==> src/logic/pmc_pkg.sv <==
// Shared constants and types of the power-mode controller
package pmc_pkg;

	// ==========================================
	// Timing
	localparam int REF_CLK_MHZ = 100;
	localparam int OSC_STABLE_US = 50;
	localparam int OSC_STABLE_CYC = OSC_STABLE_US * REF_CLK_MHZ;

	// ==========================================
	// Widths and source counts
	localparam int PIN_N = 6;
	localparam int SER_N = 9;
	localparam int TMR_N = 11;
	localparam int FLAGS_W = 16;
	localparam int PC_W = 20;
	localparam int PRIO_W = 3;
	localparam int INUM_W = 6;

	// ==========================================
	// Flag register fields
	localparam int FLAGS_D_BIT = 2;
	localparam int FLAGS_I_BIT = 6;
	localparam int FLAGS_U_BIT = 7;

	// ==========================================
	// Interrupt entry
	localparam logic [PC_W-1:0] ACK_ADDR = 20'h00000;
	localparam logic [INUM_W-1:0] SW_INT_FIRST = 6'h20;
	localparam logic [INUM_W-1:0] SW_INT_LAST = 6'h3F;

	// ==========================================
	// Divider limits (divisor minus one)
	localparam logic [3:0] LIM_DIV1 = 4'h0;
	localparam logic [3:0] LIM_DIV2 = 4'h1;
	localparam logic [3:0] LIM_DIV4 = 4'h3;
	localparam logic [3:0] LIM_DIV8 = 4'h7;
	localparam logic [3:0] LIM_DIV16 = 4'hF;

	// ==========================================
	// Reset values
	localparam logic RST_DIV8 = 1'b1;
	localparam logic RST_RATIO_LOW = 1'b0;
	localparam logic RST_RATIO_HIGH = 1'b0;
	localparam logic RST_SOURCE = 1'b0;
	localparam logic RST_WAIT_PCS = 1'b0;
	localparam logic RST_MAIN_STOP = 1'b0;
	localparam logic RST_MAIN_DRIVE = 1'b1;
	localparam logic RST_SUB_DRIVE = 1'b1;

	typedef enum logic [3:0] {
		PMC_RUN, PMC_WAIT, PMC_STOP, PMC_OSC, PMC_ACK,
		PMC_SAVE, PMC_CLR, PMC_PUSHF, PMC_PUSHPC, PMC_PRIO
	} pmc_state_t;

endpackage

==> src/logic/pmc_sync3.sv <==
// Three-stage pin synchroniser with second/third stage agreement
`timescale 1ns/100ps
module pmc_sync3 #(
	parameter int W = 2
) (
	// Clocking
	input wire logic clk,
	input wire logic reset,
	input wire logic clk_en,
	// Data
	input wire logic [W-1:0] pin_in,
	input wire logic [W-1:0] rst_val,
	output logic [W-1:0] level_out
);

	// ==========================================
	// Per-bit stages
	genvar i;
	generate
		for (i = 0; i < W; i++) begin : g_bit
			logic s1_reg;
			logic s2_reg;
			logic s3_reg;
			logic lvl_reg;
			// Reset loads a constant per bit; the rst_val port is tied at the instance
			always_ff @(posedge clk) begin
				if (reset) begin
					s1_reg <= rst_val[i];
					s2_reg <= rst_val[i];
					s3_reg <= rst_val[i];
					lvl_reg <= rst_val[i];
				end else if (clk_en) begin
					s1_reg <= pin_in[i];
					s2_reg <= s1_reg;
					s3_reg <= s2_reg;
					if (s2_reg == s3_reg) begin
						lvl_reg <= s3_reg;
					end
				end
			end
			assign level_out[i] = lvl_reg;
		end
	endgenerate

endmodule // pmc_sync3

==> src/logic/pmc_ctrl.sv <==
// Power-mode controller: clock source, low-power modes, wake-up and entry
`timescale 1ns/100ps
module pmc_ctrl #(
	parameter int OSC_STABLE_CYCLES = pmc_pkg::OSC_STABLE_CYC
) (
	// Clocking and reset
	input wire logic REF_CLK,
	input wire logic RESET,
	input wire logic CLK_EN,
	// Pins
	input wire logic SUBCLOCK_SIGNAL,
	input wire logic NMI_N,
	// Clock configuration from software
	input wire logic CLK_CFG_WR,
	input wire logic CFG_SOURCE_SELECT,
	input wire logic CFG_DIV8_SELECT,
	input wire logic CFG_RATIO_LOW,
	input wire logic CFG_RATIO_HIGH,
	input wire logic CFG_WAIT_PCS,
	input wire logic CFG_MAIN_STOP,
	input wire logic CFG_MAIN_DRIVE,
	input wire logic CFG_SUB_DRIVE,
	// Mode commands
	input wire logic WAIT_CMD,
	input wire logic STOP_CMD,
	// Wake sources
	input wire logic [pmc_pkg::PIN_N-1:0] INT_PIN_REQ,
	input wire logic KEY_REQ,
	input wire logic [pmc_pkg::SER_N-1:0] SERIAL_REQ,
	input wire logic [pmc_pkg::SER_N-1:0] SERIAL_EXT_CLK,
	input wire logic [pmc_pkg::TMR_N-1:0] TIMER_REQ,
	input wire logic [pmc_pkg::TMR_N-1:0] TIMER_EXT_EVENT,
	input wire logic AD_REQ,
	input wire logic AD_ONE_SHOT,
	// CPU entry data
	input wire logic [pmc_pkg::INUM_W-1:0] ACK_NUM,
	input wire logic [pmc_pkg::PRIO_W-1:0] ACK_LEVEL,
	input wire logic SW_INT,
	input wire logic [pmc_pkg::FLAGS_W-1:0] FLAGS_IN,
	input wire logic [pmc_pkg::PC_W-1:0] PC_IN,
	// Clock outputs
	output logic BCLK_EN,
	output logic CPU_HALT,
	output logic MAIN_OSC_EN,
	output logic SUB_OSC_EN,
	output logic PERIPH_CLK_EN,
	output logic SUB_PERIPH_CLK_EN,
	output logic MAIN_DRIVE_HIGH,
	output logic SUB_DRIVE_HIGH,
	// Status
	output logic ALL_CLOCK_STOP_CONTROL,
	output logic MAIN_DIV8_SELECT,
	output logic MAIN_DIVIDE_RATIO_LOW,
	output logic MAIN_DIVIDE_RATIO_HIGH,
	output logic SYSTEM_CLOCK_SOURCE_SELECT,
	output logic WAIT_PERIPH_CLOCK_STOP,
	// Entry outputs
	output logic ACK_RD,
	output logic [pmc_pkg::PC_W-1:0] ACK_ADDR,
	output logic FLAGS_WR,
	output logic [pmc_pkg::FLAGS_W-1:0] FLAGS_OUT,
	output logic STACK_WR,
	output logic [pmc_pkg::PC_W-1:0] STACK_DATA,
	output logic PRIO_WR,
	output logic [pmc_pkg::PRIO_W-1:0] PRIO_OUT,
	output logic FETCH_START
);

	localparam int OSC_W = $clog2(OSC_STABLE_CYCLES + 1);
	localparam logic [OSC_W-1:0] OSC_LAST = OSC_W'(OSC_STABLE_CYCLES - 1);

	pmc_pkg::pmc_state_t state_reg;
	pmc_pkg::pmc_state_t state_next;

	logic div8_reg;
	logic ratio_low_reg;
	logic ratio_high_reg;
	logic source_reg;
	logic wait_pcs_reg;
	logic main_stop_reg;
	logic [3:0] div_cnt_reg;
	logic [3:0] div_lim;
	logic main_tick;
	logic sub_prev_reg;
	logic sub_rise;
	logic [1:0] pin_lvl;
	logic nmi_low;
	logic stop_go;
	logic gated;
	logic wake;
	logic [OSC_W-1:0] osc_cnt_reg;
	logic [pmc_pkg::INUM_W-1:0] num_reg;
	logic [pmc_pkg::PRIO_W-1:0] lvl_reg;
	logic [pmc_pkg::FLAGS_W-1:0] tmp_flags_reg;
	logic keep_u;
	logic cpu_runs;

	// ==========================================
	// Pin synchronisers
	pmc_sync3 #(
		.W(2)
	) u_sync (
		.clk(REF_CLK),
		.reset(RESET),
		.clk_en(CLK_EN),
		.pin_in({NMI_N, SUBCLOCK_SIGNAL}),
		.rst_val(2'h2),
		.level_out(pin_lvl)
	);

	assign nmi_low = ~pin_lvl[1];
	// A low non-maskable pin blocks stop entry so that request is never lost
	assign stop_go = STOP_CMD & ~nmi_low;

	// ==========================================
	// Clock configuration bits
	always_ff @(posedge REF_CLK) begin
		if (RESET) begin
			div8_reg <= pmc_pkg::RST_DIV8;
			ratio_low_reg <= pmc_pkg::RST_RATIO_LOW;
			ratio_high_reg <= pmc_pkg::RST_RATIO_HIGH;
			source_reg <= pmc_pkg::RST_SOURCE;
			wait_pcs_reg <= pmc_pkg::RST_WAIT_PCS;
			main_stop_reg <= pmc_pkg::RST_MAIN_STOP;
		end else if (CLK_EN) begin
			if (CLK_CFG_WR && state_reg == pmc_pkg::PMC_RUN) begin
				div8_reg <= CFG_DIV8_SELECT;
				ratio_low_reg <= CFG_RATIO_LOW;
				ratio_high_reg <= CFG_RATIO_HIGH;
				source_reg <= CFG_SOURCE_SELECT;
				wait_pcs_reg <= CFG_WAIT_PCS;
				// Main may only stop while the CPU runs from the sub-clock
				main_stop_reg <= CFG_MAIN_STOP & CFG_SOURCE_SELECT;
			end
			// Forced set wins over a write in the same cycle
			if (state_reg == pmc_pkg::PMC_RUN && stop_go && !source_reg) begin
				div8_reg <= 1'b1;
			end
			// On the sub-clock the divide-by-8 bit is left alone at stop entry
		end
	end

	// ==========================================
	// Drive strength
	always_ff @(posedge REF_CLK) begin
		if (RESET) begin
			MAIN_DRIVE_HIGH <= pmc_pkg::RST_MAIN_DRIVE;
			SUB_DRIVE_HIGH <= pmc_pkg::RST_SUB_DRIVE;
		end else if (CLK_EN) begin
			if (CLK_CFG_WR && state_reg == pmc_pkg::PMC_RUN) begin
				MAIN_DRIVE_HIGH <= CFG_MAIN_DRIVE;
				SUB_DRIVE_HIGH <= CFG_SUB_DRIVE;
			end
			// Sub oscillator restarts at full drive after stop
			if (state_reg == pmc_pkg::PMC_RUN && stop_go) begin
				SUB_DRIVE_HIGH <= 1'b1;
			end
		end
	end

	// ==========================================
	// Main clock divider
	always_comb begin
		if (div8_reg) begin
			div_lim = pmc_pkg::LIM_DIV8;
		end else begin
			unique case ({ratio_high_reg, ratio_low_reg})
				2'h0: div_lim = pmc_pkg::LIM_DIV1;
				2'h1: div_lim = pmc_pkg::LIM_DIV2;
				2'h2: div_lim = pmc_pkg::LIM_DIV4;
				2'h3: div_lim = pmc_pkg::LIM_DIV16;
			endcase
		end
	end

	assign main_tick = (div_cnt_reg >= div_lim);

	always_ff @(posedge REF_CLK) begin
		if (RESET) begin
			div_cnt_reg <= 4'h0;
		end else if (CLK_EN) begin
			if (main_tick) begin
				div_cnt_reg <= 4'h0;
			end else begin
				div_cnt_reg <= div_cnt_reg + 4'h1;
			end
		end
	end

	// ==========================================
	// Sub-clock edge
	always_ff @(posedge REF_CLK) begin
		if (RESET) begin
			sub_prev_reg <= 1'b0;
		end else if (CLK_EN) begin
			sub_prev_reg <= pin_lvl[0];
		end
	end

	assign sub_rise = pin_lvl[0] & ~sub_prev_reg;

	// ==========================================
	// Wake source qualification
	// Gated: main peripheral clock stopped, so only externally clocked units can wake
	assign gated = (state_reg != pmc_pkg::PMC_WAIT) | wait_pcs_reg;

	always_comb begin
		wake = (|INT_PIN_REQ) | nmi_low | KEY_REQ;
		if (gated) begin
			wake = wake | (|(SERIAL_REQ & SERIAL_EXT_CLK));
			wake = wake | (|(TIMER_REQ & TIMER_EXT_EVENT));
		end else begin
			wake = wake | (|SERIAL_REQ) | (|TIMER_REQ);
			wake = wake | (AD_REQ & AD_ONE_SHOT);
		end
	end

	// ==========================================
	// Mode sequencer
	always_comb begin
		state_next = state_reg;
		unique case (state_reg)
			pmc_pkg::PMC_RUN: begin
				if (stop_go) begin
					state_next = pmc_pkg::PMC_STOP;
				end else if (WAIT_CMD) begin
					state_next = pmc_pkg::PMC_WAIT;
				end
			end
			pmc_pkg::PMC_WAIT: begin
				// Clock selection is untouched, so it resumes as it was
				if (wake) begin
					state_next = pmc_pkg::PMC_ACK;
				end
			end
			pmc_pkg::PMC_STOP: begin
				if (wake) begin
					state_next = pmc_pkg::PMC_OSC;
				end
			end
			pmc_pkg::PMC_OSC: begin
				if (osc_cnt_reg == OSC_LAST) begin
					state_next = pmc_pkg::PMC_ACK;
				end
			end
			pmc_pkg::PMC_ACK: state_next = pmc_pkg::PMC_SAVE;
			pmc_pkg::PMC_SAVE: state_next = pmc_pkg::PMC_CLR;
			pmc_pkg::PMC_CLR: state_next = pmc_pkg::PMC_PUSHF;
			pmc_pkg::PMC_PUSHF: state_next = pmc_pkg::PMC_PUSHPC;
			pmc_pkg::PMC_PUSHPC: state_next = pmc_pkg::PMC_PRIO;
			pmc_pkg::PMC_PRIO: state_next = pmc_pkg::PMC_RUN;
		endcase
	end

	always_ff @(posedge REF_CLK) begin
		if (RESET) begin
			state_reg <= pmc_pkg::PMC_RUN;
		end else if (CLK_EN) begin
			state_reg <= state_next;
		end
	end

	// ==========================================
	// Oscillation start-up timer
	always_ff @(posedge REF_CLK) begin
		if (RESET) begin
			osc_cnt_reg <= '0;
		end else if (CLK_EN) begin
			if (state_reg != pmc_pkg::PMC_OSC) begin
				osc_cnt_reg <= '0;
			end else begin
				osc_cnt_reg <= osc_cnt_reg + OSC_W'(1);
			end
		end
	end

	// ==========================================
	// Oscillator and clock gating
	assign cpu_runs = state_next != pmc_pkg::PMC_WAIT && state_next != pmc_pkg::PMC_STOP
		&& state_next != pmc_pkg::PMC_OSC;

	always_ff @(posedge REF_CLK) begin
		if (RESET) begin
			BCLK_EN <= 1'b0;
			CPU_HALT <= 1'b0;
			MAIN_OSC_EN <= 1'b1;
			SUB_OSC_EN <= 1'b1;
			PERIPH_CLK_EN <= 1'b1;
			SUB_PERIPH_CLK_EN <= 1'b1;
		end else if (CLK_EN) begin
			BCLK_EN <= cpu_runs & (source_reg ? sub_rise : main_tick);
			CPU_HALT <= ~cpu_runs;
			MAIN_OSC_EN <= (state_next != pmc_pkg::PMC_STOP) & ~main_stop_reg;
			SUB_OSC_EN <= state_next != pmc_pkg::PMC_STOP;
			PERIPH_CLK_EN <= ~main_stop_reg & (cpu_runs
				| (state_next == pmc_pkg::PMC_WAIT & ~wait_pcs_reg));
			SUB_PERIPH_CLK_EN <= state_next != pmc_pkg::PMC_STOP
				&& state_next != pmc_pkg::PMC_OSC;
		end
	end

	// ==========================================
	// All-clock-stop control bit
	always_ff @(posedge REF_CLK) begin
		if (RESET) begin
			ALL_CLOCK_STOP_CONTROL <= 1'b0;
		end else if (CLK_EN) begin
			if (state_reg == pmc_pkg::PMC_RUN && stop_go) begin
				ALL_CLOCK_STOP_CONTROL <= 1'b1;
			end else if (state_reg == pmc_pkg::PMC_STOP && wake) begin
				ALL_CLOCK_STOP_CONTROL <= 1'b0;
			end
		end
	end

	// ==========================================
	// Status mirror
	always_ff @(posedge REF_CLK) begin
		if (RESET) begin
			MAIN_DIV8_SELECT <= pmc_pkg::RST_DIV8;
			MAIN_DIVIDE_RATIO_LOW <= pmc_pkg::RST_RATIO_LOW;
			MAIN_DIVIDE_RATIO_HIGH <= pmc_pkg::RST_RATIO_HIGH;
			SYSTEM_CLOCK_SOURCE_SELECT <= pmc_pkg::RST_SOURCE;
			WAIT_PERIPH_CLOCK_STOP <= pmc_pkg::RST_WAIT_PCS;
		end else if (CLK_EN) begin
			MAIN_DIV8_SELECT <= div8_reg;
			MAIN_DIVIDE_RATIO_LOW <= ratio_low_reg;
			MAIN_DIVIDE_RATIO_HIGH <= ratio_high_reg;
			SYSTEM_CLOCK_SOURCE_SELECT <= source_reg;
			WAIT_PERIPH_CLOCK_STOP <= wait_pcs_reg;
		end
	end

	// ==========================================
	// Interrupt entry data path
	// Software numbers 32..63 keep the stack flag
	assign keep_u = SW_INT && num_reg >= pmc_pkg::SW_INT_FIRST
		&& num_reg <= pmc_pkg::SW_INT_LAST;

	always_ff @(posedge REF_CLK) begin
		if (RESET) begin
			num_reg <= '0;
			lvl_reg <= '0;
			tmp_flags_reg <= '0;
		end else if (CLK_EN) begin
			if (state_reg == pmc_pkg::PMC_ACK) begin
				num_reg <= ACK_NUM;
				lvl_reg <= ACK_LEVEL;
			end
			if (state_reg == pmc_pkg::PMC_SAVE) begin
				tmp_flags_reg <= FLAGS_IN;
			end
		end
	end

	// ==========================================
	// Entry strobes
	always_ff @(posedge REF_CLK) begin
		if (RESET) begin
			ACK_RD <= 1'b0;
			ACK_ADDR <= pmc_pkg::ACK_ADDR;
			FLAGS_WR <= 1'b0;
			FLAGS_OUT <= '0;
			STACK_WR <= 1'b0;
			STACK_DATA <= '0;
			PRIO_WR <= 1'b0;
			PRIO_OUT <= '0;
			FETCH_START <= 1'b0;
		end else if (CLK_EN) begin
			ACK_RD <= state_next == pmc_pkg::PMC_ACK;
			FLAGS_WR <= state_reg == pmc_pkg::PMC_CLR;
			STACK_WR <= state_reg == pmc_pkg::PMC_PUSHF
				|| state_reg == pmc_pkg::PMC_PUSHPC;
			PRIO_WR <= state_reg == pmc_pkg::PMC_PRIO;
			FETCH_START <= state_reg == pmc_pkg::PMC_PRIO;
			if (state_reg == pmc_pkg::PMC_CLR) begin
				FLAGS_OUT <= tmp_flags_reg;
				FLAGS_OUT[pmc_pkg::FLAGS_I_BIT] <= 1'b0;
				FLAGS_OUT[pmc_pkg::FLAGS_D_BIT] <= 1'b0;
				FLAGS_OUT[pmc_pkg::FLAGS_U_BIT] <= tmp_flags_reg[pmc_pkg::FLAGS_U_BIT] & keep_u;
			end
			if (state_reg == pmc_pkg::PMC_PUSHF) begin
				STACK_DATA <= {{(pmc_pkg::PC_W - pmc_pkg::FLAGS_W){1'b0}},
					tmp_flags_reg};
			end else if (state_reg == pmc_pkg::PMC_PUSHPC) begin
				STACK_DATA <= PC_IN;
			end
			if (state_reg == pmc_pkg::PMC_PRIO) begin
				PRIO_OUT <= lvl_reg;
			end
		end
	end

endmodule // pmc_ctrl

==> config.mk <==
export PLATFORM = sky130hd
export DESIGN_NAME = pmc_ctrl
export DESIGN_NICKNAME = d
export VERILOG_FILES = /design/src/logic/pmc_pkg.sv /design/src/logic/pmc_sync3.sv /design/src/logic/pmc_ctrl.sv
export SDC_FILE = /design/constraint.sdc
export NUM_CORES = 1
export LEC_CHECK = 0
export BUFFER_PORTS_ARGS = -buffer_cell sky130_fd_sc_hd__buf_2
export CAP_MARGIN = 40
export CORE_MARGIN = 2
export CORE_UTILIZATION = 44
export DETAILED_ROUTE_END_ITERATION = 16
export HOLD_SLACK_MARGIN = 0.03
export PLACE_DENSITY = 0.79
export SYNTH_ARGS = -nofsm -noshare
export SYNTH_HDL_FRONTEND = slang
export SYNTH_SLANG_ARGS = --single-unit
==> constraint.sdc <==
create_clock -name REF_CLK -period 2.35 [get_ports REF_CLK]
set_input_delay 0.3525 -clock REF_CLK [delete_from_list [all_inputs] [get_ports REF_CLK]]
set_output_delay 0.3525 -clock REF_CLK [all_outputs]
set_load 0.1 [all_outputs]
**Word-level counts from Yosys, hierarchy flattened**

Cells that the tools add are included.

- Flip-flop bits (word level): 116
- Input port bits: 111
- Output and inout bits: 78
- Logic and storage cells: 147

- $add $sub $neg: 2
- Magnitude comparators: 3
- Equality and inequality tests: 22
- Muxes and demuxes: 20
- Bitwise logic cells: 25
- Reduce and logical (&&, ||, !) cells: 33

Operators with widths:

| operator | count |
|---|---|
| 2-to-1 mux 20 bit | 2 |
| case mux 4 bit (10 select lines) | 1 |
| 2-to-1 mux 4 bit | 7 |
| AND reduction 2 bit | 11 |
| OR reduction 11 bit | 2 |
| equality test 4 x 3 -> 1 bit, second input constant | 5 |
| OR reduction 9 bit | 2 |
| case mux 4 bit (4 select lines) | 1 |
| adder 13 x 1 -> 13 bit, second input constant | 1 |
| equality test 13 bit, second input constant | 1 |
| 2-to-1 mux 13 bit | 1 |
| != test 4 x 2 -> 1 bit, second input constant | 3 |
| AND 11 bit | 1 |
| AND 1 bit | 9 |
| AND 9 bit | 1 |
| logical AND 1 bit | 9 |
| bitwise OR 1 bit | 9 |
| equality test 4 x 1 -> 1 bit, second input constant | 2 |
| equality test 4 x 2 -> 1 bit, second input constant | 2 |
| equality test 4 bit, second input constant | 2 |
| 2-to-1 mux 1 bit | 8 |
| != test 4 x 1 -> 1 bit, second input constant | 2 |
| nonzero test 2 bit | 4 |
| greater-or-equal comparator 6 bit, second input constant | 1 |
| 12 further kinds | 18 |

**Depth between registers and ports, before layout**

Gate-level depths: netlist (run 1).

- Depth after elaboration: 14
- Depth in mapped cells: 9
- Mapped depth without buffers: 9

**Modules after synthesis**

A second synthesis (run 1) with hierarchy kept.

- Cell total of the unflattened synthesis: 603
- Area, all modules: 5158.7 um2

By module, submodules not included:

| module | times used | cells each | area each (um2) | seq. area each (um2) |
|---|---|---|---|---|
| pmc_ctrl | 1 | 569 | 4775.8 | 2062.0 |
| pmc_sync3 | 1 | 34 | 382.9 | 240.2 |

**Worst setup path before layout (run 1)**

OpenSTA, ideal clock, no wires.

- Kind: reg-to-reg
- From: register state_reg[1]
- To: register ACK_RD
- Setup time: 0.118 ns
- Arrival: 2.050 ns
- Data required time: 2.232 ns
- Path slack: 0.182 ns
- Stages on the path, launching flop included: 7
- Path buffers: 0
- Period minus slack after synthesis: 2.168 ns
- Path through: dfxtp_1 or4b_4 nor4_2 a21oi_2 or3_1 a31o_2 a32o_1

- Word-level cells in the longest chain between the ends: 6
- Elaborated cells on any way between the ends: 20
- Those cells by class: eq/ne (11); mux (7); bitwise (1); reduce/logical (1)

Ends and longest elaborated chain:

| what | RTL line | source |
|---|---|---|
| start, declared | pmc_ctrl.sv:72 | `pmc_pkg::pmc_state_t state_reg;` |
| start signal, assigned | pmc_ctrl.sv:257 | `state_reg <= pmc_pkg::PMC_RUN;` |
| start signal, assigned | pmc_ctrl.sv:259 | `state_reg <= state_next;` |
| != test 4 x 1 -> 1 bit | pmc_ctrl.sv:205 | `assign gated = (state_reg != pmc_pkg::PMC_WAIT) \| wait_pcs_reg;` |
| bitwise OR 1 bit | pmc_ctrl.sv:205 |  |
| 2-to-1 mux 1 bit | pmc_ctrl.sv:209 | `if (gated) begin` |
| 2-to-1 mux 4 bit, on equally long branches | pmc_ctrl.sv:237, pmc_ctrl.sv:232 |  |
| case mux 4 bit (10 select lines) * | pmc_ctrl.sv:222 | `unique case (state_reg)` |
| equality test 4 x 3 -> 1 bit * | pmc_ctrl.sv:370 | `ACK_RD <= state_next == pmc_pkg::PMC_ACK;` |
| end signal, assigned | pmc_ctrl.sv:370 |  |
| end, declared | pmc_ctrl.sv:58 | `output logic ACK_RD,` |

Mark *: on every way between the ends. The rest lies on a longest branch, timed or not.
A chain may end at the register's enable or synchronous reset.

**Final worst setup path (run 1)**

- From: register osc_cnt_reg[4]
- To: register CPU_HALT

- Word-level cells in the longest chain between the ends: 7
- Elaborated cells on any way between the ends: 9
- Those cells by class: eq/ne (4); mux (2); bitwise (1); reduce/logical (2)

Ends and longest elaborated chain:

| what | RTL line | source |
|---|---|---|
| start, declared | pmc_ctrl.sv:91 | `logic [OSC_W-1:0] osc_cnt_reg;` |
| start signal, assigned | pmc_ctrl.sv:272 | `osc_cnt_reg <= osc_cnt_reg + OSC_W'(1);` |
| equality test 13 bit * | pmc_ctrl.sv:242 | `if (osc_cnt_reg == OSC_LAST) begin` |
| 2-to-1 mux 4 bit * | pmc_ctrl.sv:242 |  |
| case mux 4 bit (10 select lines) * | pmc_ctrl.sv:222 |  |
| != test 4 x 1 -> 1 bit or != test 4 x 2 -> 1 bit (tied branches) | pmc_ctrl.sv:279 | `assign cpu_runs = state_next != pmc_pkg::PMC_WAIT && state_next != pmc_pkg::PMC_STOP` |
| logical AND 1 bit | pmc_ctrl.sv:279 |  |
| logical AND 1 bit * | pmc_ctrl.sv:280 | `&& state_next != pmc_pkg::PMC_OSC;` |
| NOT 1 bit * | pmc_ctrl.sv:292 | `CPU_HALT <= ~cpu_runs;` |
| end signal, assigned | pmc_ctrl.sv:292 |  |
| end, declared | pmc_ctrl.sv:43 | `output logic CPU_HALT,` |

Marked as above.

==> metrics.md, run 1 <==
| Metric | Value |
|---|---|
| Status | `finished clean` |
| Diodes inserted | `0` |
| Crit path launch type | `flop` |
| Post-CTS Setup Repair Bufs | `0` |
| Fraction of registers with async set/reset | `0` |
| Cell mode on critical path | `or4_4` |
| Crit path max fanout | `5` |
| Vias in the first global route | `between 4000 and 5000` |
| Largest family of logic cells by synthesized area | `simple AND/OR/NAND/NOR gates` |
| Root Driver | `clkbuf_16` |
| Vias | `between 4000 and 5000` |
| Final hold vios | `0` |
| Clk_lat worst skew | `0.36 ns` |
| Post-synthesis mux area share | `0.0417` |
| CTS buffer count | `9` |
| Final instance area | `0.00634 sq mm` |
| Crit path kind | `reg -> reg` |
| CTS tree | `yes` |
| Core Region | `0.0113 sq mm` |
| Number of flip-flops in the largest register | `20` |
| Largest net degree at the start of global routing | `between 80 and 90` |
| Pwr dens | `697 mW/mm^2` |
| Post-synth top flop | `dfxtp_1` |
| CTS sink count | `111` |
| GRT overflow | `0` |
| Area Growth Syn to Fin | `25.8%` |
| Layout cells sized above 1 | `0.278` |
| Mean area per synthesized cell | `8.06 sq um` |
| Top-Level Pins | `about 190` |
| Slew Limit Fails | `0` |
| Crit-path cells | `or4_4 > or4_4 > o21a_1 > and2_1 > o21ai_2 > o22ai_1` |
| Most frequent cell after synthesis | `nand2_1` |
| WL final | `around 13 mm` |
| Post-synthesis cell type count | `60` |
| DRC Markers | `0` |
| Slew headroom | `0.523` |
| Initial antenna violation count | `0` |
| Full die area | `0.0123 sq mm` |
| First-pass GRT wire length | `between 20 and 25 mm` |
| Synth area leaders | `dfxtp_1, nand2_1, a21oi_1` |
| Routability cong. | `0.901` |
| Hpwl dp | `9.68 mm` |
| Synth Area in XOR/XNOR | `0.0209` |
| Crit path DAT | `~2.5 ns` |
| Synth Area in Adders | `0.0149` |
| DRT antenna net count | `0` |
| Setup WS pre-CTS | `roughly 0.053 ns` |
| Layout fillers | `1044` |
| Least-Margin Pin Slew | `approximately 0.71 ns` |
| Max Buffers Root-to-Sink | `2` |
| Post-Synth Simple-Gate Area | `0.240` |
| Critical Path RT | `2.58 ns` |
| Seq/Total Area, Yosys | `0.441` |
| Placed cell area | `0.00600 sq mm` |
| WL/cell | `14.2 um` |
| RSZ-0062 raised after global routing | `true` |
| Static Leak | `2.75 nW` |
| Port Buffers | `161` |
| Min-Delay Path Class | `in -> reg` |
| Setup violators final | `0` |
| Post-synth top area share | `0.441` |
| Yosys warning count | `0` |
| Initial core utilization | `0.447` |
| Num rows | `39` |
| Synth Area in Compound Gates | `0.173` |
| Final Skew | `0.00770 ns` |
| EDFF count, synth | `0` |
| Max-cap violations | `0` |
| Die X-Extent | `111 um` |
| Final setup slack of the worst path | `0.0742 ns` |
| Period utilization | `0.968` |
| Critical path's largest stage delay | `about 0.53 ns` |
| Chip Height | `between 100 and 150 um` |
| Synth area leader | `dfxtp_1` |
| Drt first pass iters | `6` |
| DRT iter0 DRCs | `approximately 350` |
| FF+latch count, synth | `111` |
| Vias per cell | `approximately 5.3` |
| H-tree levels | `3` |
| Post-synthesis cell area | `0.00504 sq mm` |
| Maximum vdd ir drop | `648 uV` |
| Synth Instances | `about 630` |
| Crit-path slowest cell | `or4_4` |
| Clock-pin slew on the worst setup and hold paths | `0.07 ns` |
| Fmax | `~0.44 GHz` |
| Crit. End Element | `flop` |
| Nets | `901` |
| Commonest cells in the synthesized netlist | `nand2_1, dfxtp_1, a21oi_1, nor2_1, clkbuf_1` |
| Final min period | `2.28 ns` |
| Gr usage total | `0.215` |
| Setup_tns | `0 ns` |
-- critical path: cells and delay by family, from the launching register on --
| kind | cells | cell delay [ns] |
|---|---|---|
| AOI/OAI and AO/OA | 3 | 0.56 |
| DFF | 1 | 0.34 |
| and+or+nand+nor | 3 | 1.26 |
-- final timing paths --
path,startpoint,to,slack [ns],cells past startpoint
min reg2reg,FLAGS_OUT[7],FLAGS_OUT[7],0.45,2
max,osc_cnt_reg[4],CPU_HALT,0.07,6
min,NMI_N,u_sync.g_bit[1].s1_reg,0.21,3
max reg2reg,osc_cnt_reg[4],CPU_HALT,0.07,6
-- layout by cell type, fill, tap and decap left out, drive strengths merged, types with 5 or more instances in the layout --
master and instances:
buf 186, nand2 142, dfxtp 111, a21oi 61, nor2 59, conb 22, nand3 21, mux2i 21
o21ai 18, a311oi 16, xor2 10, nand4 10, clkbuf 10, inv 9, a22oi 8, ha 6
nor4 6, nor3 6, or3 5, nand2b 5
-- power by group --
group	switching (mW)	total, mW	internal, mW
combinational	0.624	0.873	0.249
clock	0.730	1.58	0.848
sequential	0.0369	1.97	1.93
-- what timing repair did --
action / 4_1_cts / 5_1_grt
gates resized for setup: 0 / 7
endpoints found under the setup margin: 0 / 4
hold buffers: 0 / 0
-- routing by layer --
| layer | part of all wire | track usage |
|---|---|---|
| met1 | 0.42 | 0.260 |
| met2 | 0.49 | 0.379 |
| met4 | 0.018 | 0.0750 |
| met5 | 0 | 0 |
| met3 | 0.066 | 0.0448 |
-- area by class of cell --
cell class,count,area (sq um),share of cell area
flip-flops and latches,111,2220,0.351
well taps,143,179,0.0282
inverters,7,26.3,0.00415
clock buffers,10,229,0.0361
repair buffers,186,1010,0.159
multi-input cells,469,2590,0.409
clock inverters,6,80.1,0.0126
-- metrics by stage --
step / hold slack (ns) / utilization / instances / power (mW)
after floorplan: 0.432 / - / 646 / 2.66
after global placement: 0.437 / 0.532 / 916 / 2.85
after detailed placement: 0.442 / 0.532 / 916 / 2.86
after CTS: 0.206 / 0.560 / 932 / 4.42
after global routing: 0.217 / 0.562 / 932 / 4.60
final: 0.214 / 0.562 / 932 / 4.42
-- cell families after synthesis --
family | Yosys count
mux | 21
other cells | 1
fa+ha+maj | 6
flops | 111
simple gates | 272
xor+xnor | 12
buf+inv | 66
compound gates | 136
Note: power is estimated with default switching activity, not from simulation.
==> inputs of run 2 (changes only) <==
- CAP_MARGIN: 40 -> not set
- CORE_UTILIZATION: 44 -> 30
- PLACE_DENSITY: 0.79 -> 0.58
- SYNTH_HIERARCHICAL: not set -> 1
==> run 2 against run 1 <==
Compared with the run above: synthesized cell count fell by 3.5%; highest routed layer unchanged; largest power group unchanged; non-clock buffer count shrank 1; power increased by 2.8%; critical path type unchanged; final cell count is 5.9% higher; global-route usage fell by 6.5 points.
==> metrics.md, run 2 <==
| Metric | Value |
|---|---|
| CTS buffer count | `9` |
| Hold-fix buffers, CTS | `0` |
| Levels on crit path | `9` |
| Nets | `879` |
| Routed wl met2 | `6.44 mm` |
| Crit-path slowest cell | `or3_1` |
| Clk_lat worst skew | `0.35 ns` |
| Commonest cells in the synthesized netlist | `dfxtp_1, nand2_1, nor2_1` |
| Crit path kind | `reg -> reg` |
| Post-synthesis cell area | `0.00516 sq mm` |
| Slew headroom | `0.581` |
| Status | `finished clean` |
| Most frequent cells in the layout | `buf_2, dfxtp_1, nand2_1` |
| Synth area leader | `dfxtp_1` |
| Gr usage total | `0.150` |
| Port Buffers | `roughly 160` |
| Vias in the first global route | `4333` |
| Setup violators final | `0` |
| Critical path's largest stage delay | `0.38 ns` |
| Pwr dens | `699 mW/mm^2` |
| Slew Limit Fails | `0` |
| Num rows | `47` |
| Routability cong. | `0.798` |
| Area Growth Syn to Fin | `25.9%` |
| Period utilization | `0.904` |
| Number of flip-flops in the largest register | `20` |
| FF+latch count, synth | `roughly 110` |
| Crit path max fanout | `6` |
| First-pass GRT wire length | `about 22 mm` |
| Crit path from | `ratio_high_reg` |
| Buf+Inv Stages, Crit Path | `0` |
| DRT antenna net count | `0` |
| Final Skew | `0.00502 ns` |
| M1 WL | `6.41 mm` |
| Seq/Total Area, Yosys | `0.446` |
| Crit. End Element | `flop` |
| Layout cells sized above 1 | `0.276` |
| Max Buffers Root-to-Sink | `2` |
| Die X-Extent | `135 um` |
| Fmax | `0.471 GHz` |
| Final min period | `about 2.1 ns` |
| Multi-input logic area | `~0.0025 sq mm` |
| Pwr Total | `4.54 mW` |
| Top-Level Pins | `roughly 190` |
| Final instance area | `0.00649 sq mm` |
| RR Startpoint | `ratio_high_reg` |
| GRT overflow | `0` |
| Vias per cell | `4.66` |
| R2R setup slack | `0.23 ns` |
| Post-CTS Setup Repair Bufs | `0` |
| Most frequent cell after synthesis | `dfxtp_1` |
| Layout fillers | `1741` |
| Chip Height | `135 um` |
| CTS tree | `yes` |
| Initial core utilization | `0.309` |
| DRT iter0 DRCs | `241` |
| WL/cell | `roughly 14 um` |
| Post-synth top flop | `dfxtp_1` |
| Core Region | `around 0.017 sq mm` |
| Crit path launch type | `flop` |
| Post-synth top area share | `0.400` |
| Worst setup path end | `BCLK_EN` |
| Yosys warning count | `6` |
| Min-Delay Path Class | `in -> reg` |
| Fraction of registers with async set/reset | `0` |
| Clock-pin slew on the worst setup and hold paths | `0.07 ns` |
| Maximum vdd ir drop | `358 uV` |
| Max-cap violations | `0` |
| Initial antenna violation count | `0` |
| Crit-path cells | `or3_1 > ha_1 > nand2b_1 > a21oi_1 > nor2b_1 > o21ai_0 > a221o_1 > o31a_1 > o31ai_1` |
| DRC Markers | `0` |
| Drt first pass iters | `4` |
| EDFF count, synth | `8` |
| Placed cell area | `0.00618 sq mm` |
| Static Leak | `2.97 nW` |
| Hpwl dp | `10.2 mm` |
| Mean area per synthesized cell | `8.56 sq um` |
| H-tree levels | `3` |
| CTS sink count | `111` |
| Vias | `4602` |
| Least-Margin Pin Slew | `0.629 ns` |
| Post-synthesis cell type count | `61` |
| Critical Path RT | `around 2.6 ns` |
| Most common cell after layout, fill and taps aside | `buf_2` |
| RSZ-0062 raised after global routing | `false` |
| Root Driver | `clkbuf_16` |
| Full die area | `about 0.018 sq mm` |
| Setup_tns | `0 ns` |
| Largest net degree at the start of global routing | `58` |
| Crit path DAT | `about 2.4 ns` |
| Cell family with most CP delay | `compound AO/OA/AOI/OAI gates` |
| Area occupied by registers | `about 0.0023 sq mm` |
| Synth area leaders | `dfxtp_1, mux2i_1, nand2_1` |
| Max layer used | `met4` |
| Reg2reg end | `BCLK_EN` |
| Final hold vios | `0` |
| Synth Instances | `603` |
| R2R depth | `9` |
| Cells resized by post-CTS repair | `0` |
| Diodes inserted | `0` |
| WL final | `13.7 mm` |
| Routed wl met3 | `roughly 600 um` |
run 2: changes by cell type after synthesis, sizes merged, moves of 3 or more:
cell / previous run / this run
nand2: 142 / 97
a211oi: 0 / 20
mux2i: 21 / 38
a311oi: 16 / 1
dfxtp: 111 / 103
edfxtp: 0 / 8
inv: 7 / 15
nor2: 59 / 66
a21oi: 61 / 55
nand3: 21 / 15
a31o: 3 / 0
nor2b: 1 / 4
nor4b: 1 / 4
o21ai: 18 / 15
run 2: worst min path at each step:
stage | from | endpoint | slack, ns | depth (start not counted)
global placement | FLAGS_OUT[7] | FLAGS_OUT[7] | 0.44 | 2
detailed placement | STACK_DATA[16] | STACK_DATA[16] | 0.44 | 2
floorplan | tmp_flags_reg[2] | tmp_flags_reg[2] | 0.44 | 2
CTS | CFG_MAIN_DRIVE | MAIN_DRIVE_HIGH | 0.20 | 3
global route | CFG_MAIN_DRIVE | MAIN_DRIVE_HIGH | 0.20 | 3
finish | CFG_MAIN_DRIVE | MAIN_DRIVE_HIGH | 0.21 | 3
run 2: metrics by stage:
step,std cells,worst slack (ns),util,hold WS (ns)
2_1_floorplan,625,0.340,-,0.436
3_3_place_gp,971,0.241,0.370,0.437
3_5_place_dp,971,0.228,0.370,0.442
4_1_cts,987,0.212,0.389,0.195
5_1_grt,987,0.104,0.389,0.195
6_report,987,0.225,0.389,0.210
run 2: worst reg2reg max path, stage by stage, from the launching register on:
cell	delay, ns
dfxtp_1	0.35
or3_1	0.38
ha_1	0.27
nand2b_1	0.09
a21oi_1	0.06
nor2b_1	0.10
o21ai_0	0.11
a221o_1	0.35
o31a_1	0.27
o31ai_1	0.06
run 2: layout make-up:
cell class | instances | area share
multi-input cells | 439 | 0.392
flip-flops and latches | 111 | 0.354
repair buffers | 185 | 0.154
well taps | 220 | 0.0424
clock buffers | 9 | 0.0347
clock inverters | 7 | 0.0135
inverters | 16 | 0.00925
run 2: layer usage:
layer,GRT usage,up-vias
met2,0.245,91
met3,0.0374,21
met5,0,-
met4,0.0503,0
li1,-,2369
met1,0.195,2121
run 2: power by group:
part | total (mW) | switching, mW | leakage [nW] | internal, mW
clock | 1.61 | 0.686 | 0.157 | 0.927
sequential | 2.02 | 0.0472 | 0.917 | 1.97
combinational | 0.908 | 0.654 | 1.89 | 0.254
total | 4.54 | 1.39 | 2.97 | 3.15
run 2: cell families after synthesis:
| kind of cell | after synthesis | share of synthesized area |
|---|---|---|
| buffers and inverters | 75 | 0.0762 |
| adder cells (fa/ha/maj) | 6 | 0.0146 |
| AND/OR/NAND/NOR | 232 | 0.208 |
| AO/OA/AOI/OAI | 125 | 0.156 |
| flip-flops | 111 | 0.446 |
| other | 2 | 0.00146 |
| XOR/XNOR | 14 | 0.0238 |
| multiplexers | 38 | 0.0737 |
